[src/hw/fifo_status_params.svh]
// Register offsets, field positions, reset values and sizes for the FIFO status block.
// Included by the package user files; definitions only.
`ifndef FIFO_STATUS_PARAMS_SVH
`define FIFO_STATUS_PARAMS_SVH

`define OFS_SECONDARY_TEST_CONTROL 5'h1b
`define OFS_FIFO_OCCUPANCY_STATUS  5'h1c
`define OFS_TX_COUNT_UPPER         5'h1d
`define OFS_TX_COUNT_LOWER_PARTIAL 5'h1e

`define TEST_BIT_CODER_FAST_CLOCK   0
`define TEST_BIT_DECODER_TEST       1
`define TEST_BIT_IO_CHECK_LO        2
`define TEST_BIT_IO_CHECK_HI        3
`define TEST_BIT_CARRIER_LEVEL      7

`define STAT_BIT_LEVEL_HIGH 6
`define STAT_BIT_LEVEL_LOW  5
`define STAT_BIT_OVERFLOW   4

`define REG_RESET_VALUE 8'h00
`define FIFO_DEPTH      12
`define LEVEL_HIGH_MARK 9
`define LEVEL_LOW_MARK  3

`endif

[src/hw/fifo_status_pkg.sv]
// Types shared by the FIFO status block.
// Assumes nothing of its surroundings.
`default_nettype none
package fifo_status_pkg;
  typedef enum logic [1:0] {
    DIR_IDLE,
    DIR_TX,
    DIR_RX
  } fifo_dir_t;
endpackage
`default_nettype wire

[src/hw/fifo_status_tx_length.sv]
// FIFO occupancy status, transmit length and secondary test register.
// Assumes a host port decoded elsewhere into reg_addr/reg_wr/reg_rd strobes
// on mclk, and a host stop condition already synchronised to mclk.
//
// Behaviour
// - Setting decoder-test or an I/O-test bit enters test mode.
// - Test mode persists until next host stop condition or enable low.
// - Stop condition clears decoder-test and I/O-test bits.
// - Secondary test register resets to zero on power-on or enable low.
// - Bit 0 of test register runs coders from the carrier clock.
// - Status bit 6 set when receive FIFO holds 9 or more bytes.
// - Status bit 5 set during transmit when 3 or fewer bytes remain.
// - Status bit 4 flags overflow when host writes into a full FIFO.
// - Status bits 3..0 report unread byte count minus one.
// - Status bit 7 reserved, reads zero.
// - First length register holds count bits 11..4.
// - Both length registers reset on power-on, enable low, transmit end-of-frame.
// - Second length register holds low nibble, partial flag, partial bit count.
// - Second length register bits 7..4 carry count bits 3..0.
`timescale 1ns/1ps
`default_nettype none
`include "fifo_status_params.svh"
module fifo_status_tx_length #(
  parameter int DEPTH = `FIFO_DEPTH,
  parameter int AW    = 4
) (
  input  wire logic       mclk,
  input  wire logic       rst,
  input  wire logic       ce,
  input  wire logic       chip_en,
  input  wire logic [4:0] reg_addr,
  input  wire logic       reg_wr,
  input  wire logic       reg_rd,
  input  wire logic [7:0] reg_wdata,
  output logic      [7:0] reg_rdata,
  input  wire logic       host_stop,
  input  wire logic       host_fifo_wr,
  input  wire logic [7:0] host_fifo_wdata,
  input  wire logic       host_fifo_rd,
  output logic      [7:0] host_fifo_rdata,
  input  wire logic       coder_pop,
  output logic      [7:0] coder_data,
  output logic            coder_data_valid,
  input  wire logic       decoder_push,
  input  wire logic [7:0] decoder_data,
  input  wire logic       tx_active,
  input  wire logic       rx_active,
  input  wire logic       tx_eof,
  output logic            test_mode,
  output logic            coder_fast_clock,
  output logic            carrier_level_check,
  output logic      [11:0] tx_byte_count,
  output logic            tx_partial_valid,
  output logic      [2:0] tx_partial_bits
);
  // Count wide enough for DEPTH
  localparam int CW = AW + 1;

  logic [7:0]    test_reg, test_next;
  logic [7:0]    len_hi_reg, len_hi_next;
  logic [7:0]    len_lo_reg, len_lo_next;
  logic [CW-1:0] count_reg, count_next;
  logic [AW-1:0] wptr_reg, rptr_reg;
  logic          ovf_reg, ovf_next;
  logic          pop_d_reg;
  fifo_status_pkg::fifo_dir_t dir;

  // Address decode
  wire sel_test = (reg_addr == `OFS_SECONDARY_TEST_CONTROL);
  wire sel_stat = (reg_addr == `OFS_FIFO_OCCUPANCY_STATUS);
  wire sel_lhi  = (reg_addr == `OFS_TX_COUNT_UPPER);
  wire sel_llo  = (reg_addr == `OFS_TX_COUNT_LOWER_PARTIAL);

  // Power-on or enable low both hold the registers at reset value
  wire soft_clr = ~chip_en;

  // One store write per cycle: host or decoder push in any direction, not gated by dir
  wire full  = (count_reg == CW'(DEPTH));
  wire empty = (count_reg == '0);
  wire push_req = host_fifo_wr | decoder_push;
  wire push  = push_req & ~full;
  wire pop   = (host_fifo_rd | coder_pop) & ~empty;
  // Host data wins the store port when both sides push together
  wire [7:0] push_data = host_fifo_wr ? host_fifo_wdata : decoder_data;

  function automatic logic [AW-1:0] wrap_inc(input logic [AW-1:0] p);
    wrap_inc = (p == AW'(DEPTH - 1)) ? '0 : p + 1'b1;
  endfunction

  assign dir = tx_active ? fifo_status_pkg::DIR_TX :
               rx_active ? fifo_status_pkg::DIR_RX : fifo_status_pkg::DIR_IDLE;

  // Test register next value; stop wins over a same-cycle host write
  always_comb begin
    test_next = test_reg;
    if (reg_wr && sel_test) begin
      test_next = reg_wdata;
    end
    if (host_stop) begin
      test_next[`TEST_BIT_DECODER_TEST] = 1'b0;
      test_next[`TEST_BIT_IO_CHECK_LO]  = 1'b0;
      test_next[`TEST_BIT_IO_CHECK_HI]  = 1'b0;
    end
  end

  // Length registers; end-of-frame clear beats a host write in the same cycle
  always_comb begin
    len_hi_next = len_hi_reg;
    len_lo_next = len_lo_reg;
    if (reg_wr && sel_lhi) begin
      len_hi_next = reg_wdata;
    end
    if (reg_wr && sel_llo) begin
      len_lo_next = reg_wdata;
    end
    if (tx_eof) begin
      len_hi_next = `REG_RESET_VALUE;
      len_lo_next = `REG_RESET_VALUE;
    end
  end

  // Single occupancy counter; overflow sticks until enable drops
  always_comb begin
    count_next = count_reg;
    if (push && !pop) begin
      count_next = count_reg + 1'b1;
    end else if (pop && !push) begin
      count_next = count_reg - 1'b1;
    end
    ovf_next = ovf_reg | (host_fifo_wr & full);
  end

  // Register state
  always_ff @(posedge mclk or posedge rst) begin
    if (rst) begin
      test_reg   <= `REG_RESET_VALUE;
      len_hi_reg <= `REG_RESET_VALUE;
      len_lo_reg <= `REG_RESET_VALUE;
    end else if (ce) begin
      if (soft_clr) begin
        test_reg   <= `REG_RESET_VALUE;
        len_hi_reg <= `REG_RESET_VALUE;
        len_lo_reg <= `REG_RESET_VALUE;
      end else begin
        test_reg   <= test_next;
        len_hi_reg <= len_hi_next;
        len_lo_reg <= len_lo_next;
      end
    end
  end

  // FIFO pointers, count and overflow
  always_ff @(posedge mclk or posedge rst) begin
    if (rst) begin
      count_reg <= '0;
      wptr_reg  <= '0;
      rptr_reg  <= '0;
      ovf_reg   <= 1'b0;
      pop_d_reg <= 1'b0;
    end else if (ce) begin
      if (soft_clr) begin
        count_reg <= '0;
        wptr_reg  <= '0;
        rptr_reg  <= '0;
        ovf_reg   <= 1'b0;
        pop_d_reg <= 1'b0;
      end else begin
        count_reg <= count_next;
        ovf_reg   <= ovf_next;
        pop_d_reg <= pop;
        if (push) begin
          wptr_reg <= wrap_inc(wptr_reg);
        end
        if (pop) begin
          rptr_reg <= wrap_inc(rptr_reg);
        end
      end
    end
  end

  logic [7:0] store_rd;
  byte_store #(
    .DEPTH (DEPTH),
    .AW    (AW)
  ) u_store (
    .mclk    (mclk),
    .ce      (ce),
    .wr_en   (push),
    .wr_addr (wptr_reg),
    .wr_data (push_data),
    .rd_addr (rptr_reg),
    .rd_data (store_rd)
  );

  // Status fields from the one counter
  wire lvl_high = (dir == fifo_status_pkg::DIR_RX) && (count_reg >= CW'(`LEVEL_HIGH_MARK));
  wire lvl_low  = (dir == fifo_status_pkg::DIR_TX) && (count_reg <= CW'(`LEVEL_LOW_MARK));
  wire [3:0] unread_m1 = empty ? 4'h0 : 4'(count_reg - 1'b1);
  wire [7:0] status = {1'b0, lvl_high, lvl_low, ovf_reg, unread_m1};

  // Read mux; unmapped offsets read zero
  wire [7:0] rd_mux = sel_test ? test_reg :
                      sel_stat ? status :
                      sel_lhi  ? len_hi_reg :
                      sel_llo  ? len_lo_reg : 8'h00;

  // Registered read data
  always_ff @(posedge mclk or posedge rst) begin
    if (rst) begin
      reg_rdata <= 8'h00;
      host_fifo_rdata <= 8'h00;
      coder_data <= 8'h00;
      coder_data_valid <= 1'b0;
    end else if (ce) begin
      if (reg_rd) begin
        reg_rdata <= rd_mux;
      end
      if (pop_d_reg) begin
        host_fifo_rdata <= store_rd;
        coder_data <= store_rd;
      end
      coder_data_valid <= pop_d_reg;
    end
  end

  // Test mode lasts exactly while a decoder-test or I/O-test bit is held
  assign test_mode = test_reg[`TEST_BIT_DECODER_TEST] | test_reg[`TEST_BIT_IO_CHECK_LO] |
                     test_reg[`TEST_BIT_IO_CHECK_HI];
  assign coder_fast_clock    = test_reg[`TEST_BIT_CODER_FAST_CLOCK];
  assign carrier_level_check = test_reg[`TEST_BIT_CARRIER_LEVEL];
  // Host is expected to load both bytes before starting
  assign tx_byte_count    = {len_hi_reg, len_lo_reg[7:4]};
  assign tx_partial_valid = len_lo_reg[0];
  assign tx_partial_bits  = len_lo_reg[3:1];
endmodule
`default_nettype wire

[src/hw/byte_store.sv]
// Small byte memory for the FIFO, read data registered.
// Assumes single-clock use with a clock enable.
`timescale 1ns/1ps
`default_nettype none
module byte_store #(
  parameter int DEPTH = 12,
  parameter int AW    = 4
) (
  input  wire logic          mclk,
  input  wire logic          ce,
  input  wire logic          wr_en,
  input  wire logic [AW-1:0] wr_addr,
  input  wire logic [7:0]    wr_data,
  input  wire logic [AW-1:0] rd_addr,
  output logic      [7:0]    rd_data
);
  logic [7:0] mem [DEPTH];

  // Storage and registered read; contents need no reset
  always_ff @(posedge mclk) begin
    if (ce) begin
      if (wr_en) begin
        mem[wr_addr] <= wr_data;
      end
      rd_data <= mem[rd_addr];
    end
  end
endmodule
`default_nettype wire

[config.mk]
export PLATFORM = sky130hd
export DESIGN_NAME = fifo_status_tx_length
export DESIGN_NICKNAME = d
export VERILOG_FILES = /design/src/hw/fifo_status_pkg.sv /design/src/hw/fifo_status_tx_length.sv /design/src/hw/byte_store.sv
export VERILOG_INCLUDE_DIRS = /design/src /design/src/hw
export SDC_FILE = /design/constraint.sdc
export NUM_CORES = 1
export LEC_CHECK = 0
export BUFFER_PORTS_ARGS = -buffer_cell sky130_fd_sc_hd__buf_2
export CAP_MARGIN = 10
export CORE_MARGIN = 4
export CORE_UTILIZATION = 50
export DETAILED_ROUTE_END_ITERATION = 12
export GPL_ROUTABILITY_DRIVEN = 0
export PLACE_DENSITY = 0.7
export SYNTH_ARGS = -nofsm -noshare
export SYNTH_HDL_FRONTEND = slang
export SYNTH_SLANG_ARGS = --single-unit
[constraint.sdc]
create_clock -name mclk -period 2.8 [get_ports mclk]
set_input_delay 0.14 -clock mclk [delete_from_list [all_inputs] [get_ports mclk]]
set_output_delay 0.14 -clock mclk [all_outputs]
set_load 0.01 [all_outputs]
Word-level counts from Yosys, hierarchy flattened
Memory sizes are Yosys's and may differ from the RTL's. A register that Yosys moved wholly into a read port is not among the register bits. Index checks and enable logic that the tools add are counted.

Reduce and logical (&&, ||, !) cells: 19. Multiplexer cells: 31. Magnitude comparators: 2. Add/subtract/negate cells: 4. Equal/unequal tests: 16. Bitwise gates (word level): 10.

Operators by type and width (number): $mux W8 (13); $mux W4 (7); $eq A5 B5 Y1 const B (4); $reduce_and A2 Y1 (9); $mux W5 (3); $ne A3 B1 Y1 const B (4); $add A4 B1 Y4 const B (2); $eq A4 B4 Y1 const B (2); $logic_and A1 B1 Y1 (7); $ne A2 B1 Y1 const B (3); $add A5 B1 Y5 const B (1); $eq A5 B4 Y1 const B (1); $ge A5 B4 Y1 const B (1); $le A5 B2 Y1 const B (1); $logic_not A5 Y1 (1); $mux W1 (5); $or A1 B1 Y1 (5); $sub A5 B1 Y5 const B (1); $mux W2 (2); $and A1 B1 Y1 (3); $mux W3 (1); $eq A2 B1 Y1 const B (1); $eq A2 B2 Y1 const B (1); $logic_not A1 Y1 (2); $not A1 Y1 (2).

Bits of input ports: 43. Flip-flop bits (word level): 56. Memory bits (writable): 96. Memories: 1. Output and inout port bits: 44. Word-level logic and storage cells: 95.

Memory list: u_store.mem (words 12, width 8, rd ports 1, clocked after Yosys merged registers in 1, wr ports 1, line byte_store.sv:17) `logic [7:0] mem [DEPTH];`.

Longest topological paths before layout
Depth after elaboration: 8. Gate-level depth with buffers: 8.

Modules after synthesis
A second synthesis with hierarchy kept.

Cells, all modules: 483. Area total of the unflattened synthesis: 7075.5 µm².

By module, submodules not included: byte_store (area an instance 3957.5 µm², cells an instance 183, times used 1); fifo_status_tx_length (area an instance 3118.0 µm², cells an instance 300, times used 1).

Worst setup path before layout
No wires, ideal clock.

Kind: register -> register. Start point: reg count_reg[0]. End point: mem u_store.mem[3][0] (enable). Slack: 0.296 ns. Buffers on the path: 0. Clock period less this slack: 2.504 ns. Cell stages (with the launch flop): 7. Setup time: 0.398 ns. Arrival time: 2.106 ns. Data required time: 2.402 ns. Cell sequence: dfrtp_1 > inv_1 > ha_1 > and4b_1 > nor2_1 > nand2_1 > nor4_1.

Cells in the longest elaborated chain, start to end: 6.

RTL lines: from (decl) (line fifo_status_tx_length.sv:62) `logic [CW-1:0] count_reg, count_next;`; from (signal assigned) (line fifo_status_tx_length.sv:168) `count_reg <= count_next;`; $eq A5 B4 Y1 (line fifo_status_tx_length.sv:78) `wire full = (count_reg == CW'(DEPTH));`; $not A1 Y1 (line fifo_status_tx_length.sv:81) `wire push = push_req & ~full;`; $and A1 B1 Y1 (line fifo_status_tx_length.sv:81); $mux W1 (line byte_store.sv:22) `if (wr_en) begin`; $mux W1 (line byte_store.sv:21) `if (ce) begin`; $mux W1 (implied by the code) (line byte_store.sv:23) `mem[wr_addr] <= wr_data;`; to (decl) (line byte_store.sv:17).

No other way between the ends.

Final worst setup path
Start point: reg count_reg[0]. End point: mem u_store.mem[8][4] (enable).

Same word-level chain as after synthesis.

==> impl_metrics.sql <==
INSERT INTO impl_metrics (metric_group, metric, value, unit) VALUES
('floorplanning', 'floorplan.die_area', '16000', 'um2'),
('cts', 'number_of_cts_inserted_buffers', '17', ''),
('critical_path', 'worstPathCellList', 'inv_1 > ha_1 > and4b_1 > or2_2 > nor2_1 > and3_1', ''),
('cts', 'clock_sinks', '160', ''),
('synth', 'synthesis.area', '7010', 'um2'),
('synth', 'synth-seq-cells', '160', ''),
('routing', 'route.antenna.remaining_nets', '0', ''),
('power_and_ir_drop', 'p_leak', '0.00329', 'uW'),
('final_layout', 'nNetsFinal', '630', ''),
('outcome', 'status', 'completed', ''),
('timing', 'tightest_hold_margin', '27.4', 'ps'),
('critical_path', 'timing.critical_path.fanout_max', '9', ''),
('final_layout', 'finish.cell_count_without_fillers', '771', ''),
('critical_path', 'slowest_stage', 'sky130_fd_sc_hd__dfrtp_1', ''),
('routing', 'drt_iter0_drc', '335', ''),
('cts', 'cts_tree', 'yes', ''),
('routing', 'number_of_vias_after_detailed_routing', '4477', ''),
('timing', 'unrepaired_setup_endpoints_after_global_routing', 'no', ''),
('timing', 'setup-tns-final', '0', 'ps'),
('timing', 'max_transition_margin', '0.444', ''),
('cts', 'clk_transition_reported_paths', '60', 'ps'),
('job', 'max_cap_viol_count', '0', ''),
('cts', 'clk_path_buf_depth', '2', ''),
('critical_path', 'worst-endpoint-arrival', '2700', 'ps'),
('floorplanning', 'dieWidth', '126', 'um'),
('routing', 'drc', '0', ''),
('timing', 'layout_worst_path_cycle_share', '0.936', ''),
('synth', 'post-synth-top-area-fraction', '0.445', ''),
('timing', 'report.final.setup_viol', '0', ''),
('routing', 'via_per_inst', '5.81', ''),
('grt', 'globalRoute.totalOverflow', '0', ''),
('cts', 'cts.htree.levels', '4', ''),
('critical_path', 'critical_path.top_delay_family', 'simple AND/OR/NAND/NOR gates', ''),
('cts', 'clk-insertion-delay-late', '420', 'ps'),
('grt', 'globalRouteTotalUtil', '0.202', ''),
('floorplanning', 'placementRows', '43', ''),
('power_and_ir_drop', 'report.power.total', '7260', 'uW'),
('timing', 'final_period_minus_worst_setup_slack', '2620', 'ps'),
('place', 'port_buffers', '86', ''),
('timing', 'timing_worst_slew_pin_value', '834', 'ps'),
('floorplanning', 'core_area', '13800', 'um2'),
('cts', 'postCtsResizedCells', '0', ''),
('grt', 'number_of_global_route_vias_before_repair', '4360', ''),
('final_layout', 'final_core_utilization', '0.599', ''),
('critical_path', 'critical_path_s_largest_stage_delay', '490', 'ps'),
('synth', 'syn_nets', '542', ''),
('place', 'dp_hpwl', '10.9', 'mm'),
('floorplanning', 'die-height', '126', 'um'),
('final_layout', 'largest_register_ff_count', '96', ''),
('worst_hold_path', 'worstHoldPathType', 'primary input to register', ''),
('grt', 'grt_start_max_net_pins', '31', ''),
('routing', 'drt_pass1_iterations', '5', ''),
('floorplanning', 'number_of_top_level_pins', '87', ''),
('routing', 'wl', '16.1', 'mm'),
('cts', 'ctsRootBufferMaster', 'sky130_fd_sc_hd__clkbuf_16', ''),
('critical_path', 'start_kind', 'register', ''),
('synth', 'synth-edff-count', '104', ''),
('power_and_ir_drop', 'power_per_cell_area', '876', 'nW/um2'),
('timing', 'max_clock_freq', '381', 'MHz'),
('synth', 'syn_avg_cell_area', '14.3', 'um2'),
('critical_path', 'required', '2880', 'ps'),
('critical_path', 'end_kind', 'register', ''),
('synth', 'synth_seq_area_share', '0.645', ''),
('synth', 'synthFlopType', 'sky130_fd_sc_hd__edfxtp_1', ''),
('timing', 'hold_violations', '0', ''),
('critical_path', 'critical_path_buf_inv_count', '1', ''),
('timing', 'skew', '6.99', 'ps'),
('grt', 'antenna_violations_before_repair', '0', ''),
('final_layout', 'post_route_cells_drive_above_1_share', '0.296', ''),
('synth', 'synthesis.instances', '490', ''),
('routing', 'wl_per_cell', '20.9', 'um');
-- final timing paths --
check	from	end	slack, ps	cells after the start
max reg2reg	count_reg[0]	u_store.mem[8][4]	180	6
max	count_reg[0]	u_store.mem[8][4]	180	6
max in group asynchronous	rst	test_reg[1]	1850	4
min reg2reg	reg_rdata[4]	reg_rdata[4]	470	2
min	reg_wdata[7]	len_hi_reg[7]	30	3
min in group asynchronous	rst	coder_data[0]	310	3
-- synthesized netlist by cell type (8+ instances only) --
library cell,number
sky130_fd_sc_hd__dfrtp_1,56
sky130_fd_sc_hd__a22o_1,11
sky130_fd_sc_hd__mux2i_1,12
sky130_fd_sc_hd__ha_1,9
sky130_fd_sc_hd__a21oi_1,8
sky130_fd_sc_hd__inv_1,11
sky130_fd_sc_hd__mux4_2,24
sky130_fd_sc_hd__mux2_2,17
sky130_fd_sc_hd__and3_1,10
sky130_fd_sc_hd__edfxtp_1,104
sky130_fd_sc_hd__a22oi_1,9
sky130_fd_sc_hd__o21ai_0,38
sky130_fd_sc_hd__nor2_1,8
sky130_fd_sc_hd__nand2_1,55
sky130_fd_sc_hd__clkbuf_1,20
sky130_fd_sc_hd__buf_4,8
sky130_fd_sc_hd__and2_1,8
-- worst min-delay path: stages --
cell                      delay (ps)
sky130_fd_sc_hd__buf_2           120
sky130_fd_sc_hd__nand2_1          80
sky130_fd_sc_hd__o21ai_0          70
-- area by class of cell --
cell class                 instances  area [um2]
inverter                          12        45.0
multi-input combinational        285        2270
sequential                       160        4520
tap                              180         225
clock inverter                    13         199
timing repair buffer             102         568
fill                            1066        5540
clock buffer                      19         453
-- stage by stage --
stage	setup slack (ps)	instance area [um2]
2_1_floorplan	296	7010
3_3_place_gp	317	7560
3_5_place_dp	256	7560
4_1_cts	194	8290
5_1_grt	46.2	8290
6_report	178	8290
-- layer usage --
metal | global-route usage | vias up | wire length [um]
met1 | 0.274 | 2253 | 7000
met3 | 0.0472 | 20 | 849
met2 | 0.334 | 167 | 8050
li1 | - | 2037 | -
met4 | 0.0524 | 0 | 182
met5 | 0 | - | 0
-- power by group --
group          leakage, uW  switching (uW)  total, uW  internal, uW
logic              0.00129             896       1670           777
clock network     0.000313             951       2510          1560
registers          0.00169             235       3080          2840
total              0.00329            2080       7260          5180
-- cell families (layout without fill, tap and decap cells) --
kind of cell	Yosys count	in the layout	share of synthesized area
DFF	160	160	0.645
buffers and inverters	45	146	0.0307
xor gates and xnor gates	3	3	0.00375
muxes	53	53	0.122
adders and majority gates	9	9	0.0161
AOI/OAI and AO/OA	101	101	0.0978
and+or+nand+nor	119	119	0.0848
-- placed cells by master, fill, tap and decap left out, types with 11 or more instances in the layout --
cell,count
sky130_fd_sc_hd__dfrtp_1,56
sky130_fd_sc_hd__clkbuf_16,17
sky130_fd_sc_hd__a22o_1,11
sky130_fd_sc_hd__mux2i_1,12
sky130_fd_sc_hd__edfxtp_1,104
sky130_fd_sc_hd__nand2_1,55
sky130_fd_sc_hd__mux4_2,24
sky130_fd_sc_hd__mux2_2,17
sky130_fd_sc_hd__buf_2,86
sky130_fd_sc_hd__o21ai_0,38
-- repair_timing --
item | in CTS | in global routing
setup endpoints to repair | 0 | 0
hold buffers | 7 | 0
hold endpoints to repair | 33 | 0
(Power assumes the default switching activity.)
